===== src/hdl/tws_pkg.sv =====
// Constants, types and timing for the two-wire EEPROM slave
//***********************************************************************
// What this block does
// - Sample on SCL rise, drive on fall
// - Unconnected select pins read as low
// - Protect high blocks programming, reads unaffected
// - Array is 16 pages of 16 bytes
// - SDA fall with SCL high starts command
// - SDA rise with SCL high ends command
// - Stop after write starts programming cycle
// - Acknowledge each received byte on ninth clock
// - Standby after power-up, read stop, programming
// - Address byte is 1010 plus select bits
// - Match acknowledges; mismatch goes silent to standby
// - Address LSB one reads, zero writes
// - Byte write acknowledged at clocks 9,18,27
// - Inputs ignored during programming cycle
// - Page write acknowledges each further data byte
// - Page write increments only column bits, wrapping at 16
// - Page write may start at any column
// - No address acknowledge while still programming
// - Counter holds last address plus one
// - Read sends counter byte then increments
// - Host ack gets next byte, counter wraps
// - New start abandons pending page write
//***********************************************************************
package tws_pkg;

	localparam int ADDR_W = 8;
	localparam int COL_W = 4;
	localparam int DATA_W = 8;
	localparam int CS_W = 3;
	localparam logic [3:0] DEV_CODE = 4'hA;
	localparam logic [3:0] BIT_LAST = 4'h7;
	localparam logic [3:0] CNT_ACK = 4'h8;
	localparam logic [3:0] CNT_ACK_HI = 4'h9;
	localparam logic [3:0] CNT_REL = 4'hA;
	localparam logic [4:0] WALK_END = 5'h10;
	localparam logic [7:0] ADDR_RST = 8'h00;

	// Programming time and its cycle count at the core clock
	localparam int PROG_TIME_NS = 5000000;
	localparam int CLK_PERIOD_NS = 25;
	localparam int PROG_CYCLES_DEF = PROG_TIME_NS / CLK_PERIOD_NS;
	localparam int PROG_CNT_W = 18;

	typedef enum logic [2:0] {
		S_STANDBY,
		S_DEV,
		S_WADDR,
		S_WDATA,
		S_RDATA,
		S_PROG
	} tws_state_t;

endpackage : tws_pkg


===== src/hdl/tws_eeprom.sv =====
// Two-wire EEPROM slave: framing, addressing, page buffer, programming
`timescale 1ns/1ps
`default_nettype none
module tws_eeprom #(
	parameter int PROG_CYCLES = tws_pkg::PROG_CYCLES_DEF
) (
	input wire logic CLK,
	input wire logic RST,
	input wire logic SCL,
	input wire logic SDA_IN,
	output var logic SDA_OUT,
	output var logic SDA_OE,
	input wire logic [tws_pkg::CS_W-1:0] CHIP_SEL,
	input wire logic WRITE_PROTECT,
	output var logic STANDBY
);
	import tws_pkg::*;

	//*******************************************************************
	// Declarations
	//*******************************************************************
	tws_state_t state_reg;
	logic [1:0] link_s;
	logic [3:0] pin_s;
	logic scl_s, sda_s, wp_s;
	logic [CS_W-1:0] cs_s;
	logic scl_prev_reg, sda_prev_reg;
	logic scl_rise, scl_fall, start_det, stop_det;
	logic busy, active, last_bit, dev_match;
	logic [3:0] cnt_reg;
	logic ack_ok_reg, tx_mode_reg, host_ack_reg;
	logic [7:0] shift_reg, byte_in, tx_reg;
	logic [ADDR_W-1:0] addr_reg;
	logic [15:0] mask_reg;
	logic load_tx, wr_data, rd_done, buf_we;
	logic [PROG_CNT_W-1:0] prog_cnt_reg;
	logic [4:0] walk_reg;
	logic walk_vld_reg;
	logic [COL_W-1:0] walk_col_reg;
	logic prog_done, arr_we;
	logic [7:0] arr_rdata, buf_rdata;

	//*******************************************************************
	// Pin synchronisers
	//*******************************************************************
	tws_sync #(.W(2), .RST_VAL(2'h3)) u_link_sync (
		.clk(CLK),
		.rst(RST),
		.din({SCL, SDA_IN}),
		.dout(link_s)
	);

	// Floating select and protect pins are expected pulled low
	tws_sync #(.W(4), .RST_VAL(4'h0)) u_pin_sync (
		.clk(CLK),
		.rst(RST),
		.din({WRITE_PROTECT, CHIP_SEL}),
		.dout(pin_s)
	);

	assign scl_s = link_s[1];
	assign sda_s = link_s[0];
	assign wp_s = pin_s[3];
	assign cs_s = pin_s[2:0];

	// Previous levels for edge finding
	always_ff @(posedge CLK)
	begin
		if (RST)
		begin
			scl_prev_reg <= 1'b1;
			sda_prev_reg <= 1'b1;
		end
		else
		begin
			scl_prev_reg <= scl_s;
			sda_prev_reg <= sda_s;
		end
	end

	//*******************************************************************
	// Bus events and decode
	//*******************************************************************
	assign scl_rise = scl_s & ~scl_prev_reg;
	assign scl_fall = ~scl_s & scl_prev_reg;
	assign start_det = scl_s & scl_prev_reg & sda_prev_reg & ~sda_s;
	assign stop_det = scl_s & scl_prev_reg & ~sda_prev_reg & sda_s;
	assign busy = (state_reg == S_PROG);
	assign active = (state_reg == S_DEV) || (state_reg == S_WADDR) ||
		(state_reg == S_WDATA) || (state_reg == S_RDATA);
	assign byte_in = {shift_reg[6:0], sda_s};
	assign last_bit = active && scl_rise && (cnt_reg == BIT_LAST);
	assign dev_match = (byte_in[7:4] == DEV_CODE) &&
		(byte_in[3:1] == cs_s);
	assign load_tx = active && scl_fall && (cnt_reg == CNT_REL) &&
		(state_reg == S_RDATA) && (!tx_mode_reg || host_ack_reg);
	assign wr_data = last_bit && (state_reg == S_WDATA);
	assign rd_done = last_bit && tx_mode_reg;
	assign buf_we = wr_data && !wp_s;
	assign prog_done = busy &&
		(prog_cnt_reg == PROG_CNT_W'(PROG_CYCLES - 1));

	//*******************************************************************
	// Command sequencer
	//*******************************************************************
	always_ff @(posedge CLK)
	begin
		if (RST)
		begin
			state_reg <= S_STANDBY;
			cnt_reg <= 4'h0;
			ack_ok_reg <= 1'b0;
			tx_mode_reg <= 1'b0;
			host_ack_reg <= 1'b0;
		end
		else if (busy)
		begin
			// Deaf until the cycle ends
			if (prog_done)
				state_reg <= S_STANDBY;
		end
		else if (start_det)
		begin
			state_reg <= S_DEV;
			cnt_reg <= 4'h0;
			ack_ok_reg <= 1'b0;
			tx_mode_reg <= 1'b0;
		end
		else if (stop_det)
		begin
			// Stop after loaded write data programs, else standby
			if (state_reg == S_WDATA && mask_reg != 16'h0000)
				state_reg <= S_PROG;
			else
				state_reg <= S_STANDBY;
			ack_ok_reg <= 1'b0;
			tx_mode_reg <= 1'b0;
		end
		else if (active && scl_rise)
		begin
			if (cnt_reg < CNT_ACK)
				cnt_reg <= cnt_reg + 4'h1;
			else if (cnt_reg == CNT_ACK_HI)
				cnt_reg <= CNT_REL;
			if (cnt_reg == CNT_ACK_HI && tx_mode_reg)
				host_ack_reg <= ~sda_s;
			if (cnt_reg == BIT_LAST)
			begin
				if (state_reg == S_DEV)
				begin
					ack_ok_reg <= dev_match;
					if (!dev_match)
						state_reg <= S_STANDBY;
					else if (byte_in[0])
						state_reg <= S_RDATA;
					else
						state_reg <= S_WADDR;
				end
				else if (state_reg == S_WADDR)
				begin
					ack_ok_reg <= 1'b1;
					state_reg <= S_WDATA;
				end
				else
					ack_ok_reg <= (state_reg == S_WDATA);
			end
		end
		else if (active && scl_fall)
		begin
			if (cnt_reg == CNT_ACK)
				cnt_reg <= CNT_ACK_HI;
			else if (cnt_reg == CNT_REL)
			begin
				cnt_reg <= 4'h0;
				if (load_tx)
					tx_mode_reg <= 1'b1;
				else if (state_reg == S_RDATA)
				begin
					state_reg <= S_STANDBY;
					tx_mode_reg <= 1'b0;
				end
			end
		end
	end

	// Receive shifter, sampled on SCL rise
	always_ff @(posedge CLK)
	begin
		if (RST)
			shift_reg <= 8'h00;
		else if (active && scl_rise && cnt_reg < CNT_ACK)
			shift_reg <= byte_in;
	end

	//*******************************************************************
	// Address counter
	//*******************************************************************
	always_ff @(posedge CLK)
	begin
		if (RST)
			addr_reg <= ADDR_RST;
		else if (last_bit && state_reg == S_WADDR)
			addr_reg <= byte_in;
		else if (wr_data)
			addr_reg <= {addr_reg[7:4], addr_reg[3:0] + 4'h1};
		else if (rd_done)
			addr_reg <= addr_reg + 8'h01;
	end

	//*******************************************************************
	// SDA driver: acknowledge and read data, open drain
	//*******************************************************************
	always_ff @(posedge CLK)
	begin
		if (RST)
		begin
			SDA_OE <= 1'b0;
			tx_reg <= 8'h00;
		end
		else if (busy || start_det || stop_det || !active)
			SDA_OE <= 1'b0;
		else if (scl_fall)
		begin
			if (load_tx)
			begin
				tx_reg <= {arr_rdata[6:0], 1'b0};
				SDA_OE <= ~arr_rdata[7];
			end
			else if (tx_mode_reg && cnt_reg != 4'h0 && cnt_reg < CNT_ACK)
			begin
				SDA_OE <= ~tx_reg[7];
				tx_reg <= {tx_reg[6:0], 1'b0};
			end
			else if (cnt_reg == CNT_ACK)
				SDA_OE <= ack_ok_reg && !tx_mode_reg;
			else if (cnt_reg == CNT_REL)
				SDA_OE <= 1'b0;
		end
	end

	assign SDA_OUT = 1'b0;
	assign STANDBY = (state_reg == S_STANDBY);

	//*******************************************************************
	// Page buffer and loaded-column mask
	//*******************************************************************
	always_ff @(posedge CLK)
	begin
		if (RST)
			mask_reg <= 16'h0000;
		else if ((start_det && !busy) || prog_done)
			mask_reg <= 16'h0000;
		else if (buf_we)
			mask_reg[addr_reg[3:0]] <= 1'b1;
	end

	tws_mem #(.AW(COL_W)) u_page_buf (
		.clk(CLK),
		.we(buf_we),
		.waddr(addr_reg[3:0]),
		.wdata(byte_in),
		.raddr(walk_reg[3:0]),
		.rdata(buf_rdata)
	);

	//*******************************************************************
	// Self-timed programming: copy marked columns, then wait
	//*******************************************************************
	always_ff @(posedge CLK)
	begin
		if (RST || !busy)
		begin
			prog_cnt_reg <= PROG_CNT_W'(0);
			walk_reg <= 5'h00;
			walk_vld_reg <= 1'b0;
			walk_col_reg <= 4'h0;
		end
		else
		begin
			prog_cnt_reg <= prog_cnt_reg + PROG_CNT_W'(1);
			walk_vld_reg <= (walk_reg != WALK_END);
			walk_col_reg <= walk_reg[3:0];
			if (walk_reg != WALK_END)
				walk_reg <= walk_reg + 5'h01;
		end
	end

	assign arr_we = walk_vld_reg && mask_reg[walk_col_reg];

	tws_mem #(.AW(ADDR_W)) u_array (
		.clk(CLK),
		.we(arr_we),
		.waddr({addr_reg[7:4], walk_col_reg}),
		.wdata(buf_rdata),
		.raddr(addr_reg),
		.rdata(arr_rdata)
	);
endmodule : tws_eeprom
`default_nettype wire


===== src/hdl/tws_sync.sv =====
// Three-stage input synchroniser with agreement filter
`timescale 1ns/1ps
`default_nettype none
module tws_sync #(
	parameter int W = 1,
	parameter logic [W-1:0] RST_VAL = '0
) (
	input wire logic clk,
	input wire logic rst,
	input wire logic [W-1:0] din,
	output var logic [W-1:0] dout
);
	logic [W-1:0] ff1_reg;
	logic [W-1:0] ff2_reg;
	logic [W-1:0] ff3_reg;

	// Chain; only ff2 reads ff1
	always_ff @(posedge clk)
	begin
		if (rst)
		begin
			ff1_reg <= RST_VAL;
			ff2_reg <= RST_VAL;
			ff3_reg <= RST_VAL;
		end
		else
		begin
			ff1_reg <= din;
			ff2_reg <= ff1_reg;
			ff3_reg <= ff2_reg;
		end
	end

	// Output follows once stages two and three agree, per bit
	always_ff @(posedge clk)
	begin
		if (rst)
			dout <= RST_VAL;
		else
			dout <= (ff2_reg & ~(ff2_reg ^ ff3_reg)) |
				(dout & (ff2_reg ^ ff3_reg));
	end
endmodule : tws_sync
`default_nettype wire


===== src/hdl/tws_mem.sv =====
// Simple dual-port byte memory with registered read data
`timescale 1ns/1ps
`default_nettype none
module tws_mem #(
	parameter int AW = 8
) (
	input wire logic clk,
	input wire logic we,
	input wire logic [AW-1:0] waddr,
	input wire logic [7:0] wdata,
	input wire logic [AW-1:0] raddr,
	output var logic [7:0] rdata
);
	logic [7:0] mem [0:(1<<AW)-1];

	// Write port
	always_ff @(posedge clk)
	begin
		if (we)
			mem[waddr] <= wdata;
	end

	// Registered read port
	always_ff @(posedge clk)
	begin
		rdata <= mem[raddr];
	end
endmodule : tws_mem
`default_nettype wire


===== config.mk =====
export PLATFORM = sky130hd
export DESIGN_NAME = tws_eeprom
export DESIGN_NICKNAME = d
export VERILOG_FILES = /design/src/hdl/tws_pkg.sv /design/src/hdl/tws_eeprom.sv /design/src/hdl/tws_sync.sv /design/src/hdl/tws_mem.sv
export SDC_FILE = /design/constraint.sdc
export NUM_CORES = 2
export LEC_CHECK = 0
export ABC_AREA = 1
export BUFFER_PORTS_ARGS = -buffer_cell sky130_fd_sc_hd__buf_2
export CAP_MARGIN = 20
export CELL_PAD_IN_SITES_DETAIL_PLACEMENT = 0
export CELL_PAD_IN_SITES_GLOBAL_PLACEMENT = 1
export CORE_AREA = 4 4 628 630
export CTS_BUF_LIST = sky130_fd_sc_hd__clkbuf_2 sky130_fd_sc_hd__clkbuf_4 sky130_fd_sc_hd__clkbuf_8
export CTS_CLUSTER_DIAMETER = 150
export DETAILED_ROUTE_END_ITERATION = 12
export DIE_AREA = 0 0 632 634
export PLACE_DENSITY_LB_ADDON = 0.1
export SLEW_MARGIN = 25
export SYNTH_ARGS = -nofsm -noshare
export SYNTH_HDL_FRONTEND = slang
export SYNTH_SLANG_ARGS = --single-unit

===== constraint.sdc =====
create_clock -name CLK -period 5.6 [get_ports CLK]
set_input_delay 0.56 -clock CLK [delete_from_list [all_inputs] [get_ports CLK]]
set_output_delay 0.56 -clock CLK [all_outputs]
set_load 0.03 [all_outputs]

==> reports/results.ini <==
[global_routing]
grt_pass1_wl_mm = 479
antenna_found_initial = 17
grt_usage = 0.162
grt_max_degree = 158
grt_pass1_vias = 66300
gr-total-overflow = 0

[sta]
slew-limit-headroom = 0.311
period_needed_ps = 3990
worst_pin_slew_ps = 1030
max_freq_mhz = 251
fin_crit_sh = 0.712
fin_tns_setup_ps = 0
fin_worst_skew_ps = 61.1
setup_viol = 0
maxSlewViolCount = 0
finalHoldViolCount = 0
grt_setup_unrepaired = false
timing.hold.ws_ps = 187

[floorplanning]
num_io_pins = 11
coreArea_um2 = 389000
dieHeight_um = 634
die_area_um2 = 401000
rows = 229
initial_core_util = 0.249
fp.dieW_um = 632

[drt]
first_iter_violations = 4266
wirelength_mm = 333
antenna_left = 0
routed_via_density = 4.29
drc = 0
first_pass_iters = 5
vias = 65100
post_drt_wl_per_cell_um = 21.9

[worst_setup_path]
required_ps = 6580
cp_max_fo = 155
cpPeakStageDelay_ps = 540
cp_common_cell = nand2_1
ff2ff_path_depth = 14
r2r_setup_slack_ps = 1610
critPathLaunchType = flip-flop
endpoint_kind = flip-flop
arrival_ps = 4970
slowest_stage = dfxtp_4
crit_chain = inv_8 > buf_16 > buf_12 > nand2_1 > nand3_1 > nand2_1 > nand2_1 > nand2_1 > o21ai_1 > nand2_1 > nor2_1 > nor2_1 > nor2_1 > nand2_1
path_class = flip-flop to flip-flop

[synth]
synth_ff_type = edfxtp_1
async_flop_share = 0
ys.warnings.count = 0
ys_ff_latch = 2295
synth_cells = 9501
syn_nets = 9520
synth_edf_count = 2176
synth_area_um2 = 96900
syn_avg_cell_area_um2 = 10.2
ys_seq_area_frac = 0.699
yosys.cell_types.count = 36

[clock_tree]
cts_setup_buffers = 0
h-tree-depth = 5
clock_latency_ps = 1120
clkTransAtPathRegs_ps = 60
cts_tree = yes
cts_buffer_depth = 4
cts-resized-gates = 0
numClockSinks = 2295
cts-root-buf = clkbuf_8
cts_buffers = 428

[placement]
gp_congestion = 0.761
io_buffers = 9
hpwl_mm = 191

[finish]
final_common_cell = nand2_1
final_cell_mix = nand2_1, edfxtp_1, nor2_1, inv_1, clkbuf_8
layout-drive-gt1-share = 0.0890
fill_cells = 41100
nets = 9663
largest_reg_flops = 2048
syn2layout_area_growth_pct = 15.3

[min_path]
whs_path_depth = 3
hp-class = input port to flip-flop

[run]
maxCapViolCount = 0

[pwr]
cellPowerDensity_nw_per_um2 = 309
total_leakage_power_nw = 44.5
power.total_mw = 34.5
ir_drop_v = 0.000167

[status]
status = finished clean

per-stage QoR:
stage	utilization	setup slack, ps	cell area [um^2]	instances
floorplan	-	1370	96900	9501
global placement	0.266	1590	103000	14400
detailed placement	0.266	1590	103000	14400
CTS	0.287	1550	112000	15200
global route	0.287	1440	112000	15200
finish	0.287	1610	112000	15200
report_power, final:
group          total (mW)  internal [mW]  switching (mW)
registers            18.5           18.5         0.00255
clock network        15.9           8.51            7.42
logic              0.0320         0.0117          0.0204
routing by layer:
layer  vias up  global-route usage  part of all wire
met5         -                   0          0.000039
met4         2              0.0400             0.023
met3       491              0.0203             0.035
met2      1120               0.266              0.46
met1     32100               0.227              0.48
li1      31400                   -                 -
repair_timing:
item,CTS,global route
hold buffers,11,0
endpoints found under the setup margin,0,0
hold endpoints to repair,15,0
critical path: cells and delay by family, from the launching register on:
kind | cells | cell delay, ps
AOI/OAI and AO/OA | 1 | 180
buffers and inverters | 3 | 1260
DFF | 1 | 540
and+or+nand+nor | 10 | 1530
path summary, 6_finish.rpt:
path | startpoint | endpoint
hold / removal | SDA_IN | u_link_sync.ff1_reg[0]$_SDFF_PP1_
setup / recovery | addr_reg[0]$_SDFFE_PP0P_ | u_array.rdata[7]$_DFF_P_
hold reg to reg | u_pin_sync.ff1_reg[3]$_SDFF_PP0_ | u_pin_sync.ff2_reg[3]$_SDFF_PP0_
setup reg to reg | addr_reg[0]$_SDFFE_PP0P_ | u_array.rdata[7]$_DFF_P_
Yosys cell counts (3+ instances only):
library cell / count / area, um^2
nand2_1: 3506 / 13200
edfxtp_1: 2176 / 65300
nor2_1: 1085 / 4070
inv_1: 887 / 3330
nand3_1: 399 / 2000
o21ai_0: 396 / 1980
o21ai_1: 278 / 1390
clkbuf_1: 276 / 1040
buf_2: 149 / 746
dfxtp_1: 119 / 2380
a21oi_1: 58 / 290
buf_1: 29 / 109
o22ai_1: 26 / 163
buf_4: 22 / 165
o221ai_1: 16 / 140
ha_1: 11 / 138
nand4_1: 9 / 56.3
nor3_1: 9 / 45.0
or2_2: 8 / 50.1
inv_2: 7 / 26.3
clkinv_1: 5 / 18.8
xor2_1: 5 / 43.8
xnor2_1: 4 / 35.0
a211oi_1: 3 / 22.5
o211ai_1: 3 / 22.5
kinds of logic (layout without fill, tap and decap cells):
logic type / Yosys count / count (layout) / share of synthesized area
compound gates: 783 / 783 / 0.0416
xor+xnor: 9 / 9 / 0.000814
fa+ha+maj: 11 / 11 / 0.00142
buf+inv: 1377 / 1861 / 0.0563
flops: 2295 / 2295 / 0.699
other cells: 1 / 8 / 0.0000387
simple gates: 5025 / 5025 / 0.201
cell type report:
| type | instances | area, um^2 | area share |
|---|---|---|---|
| antenna | 7 | 17.5 | 0.000157 |
| clock buffer | 587 | 7200 | 0.0645 |
| clock inverter | 184 | 1010 | 0.00904 |
| inverter | 899 | 3400 | 0.0304 |
| multi-input combinational | 5829 | 23800 | 0.213 |
| sequential | 2295 | 67800 | 0.607 |
| tap | 5197 | 6500 | 0.0582 |
| timing repair buffer | 191 | 1990 | 0.0178 |
Power figures use the tool's default switching activity.
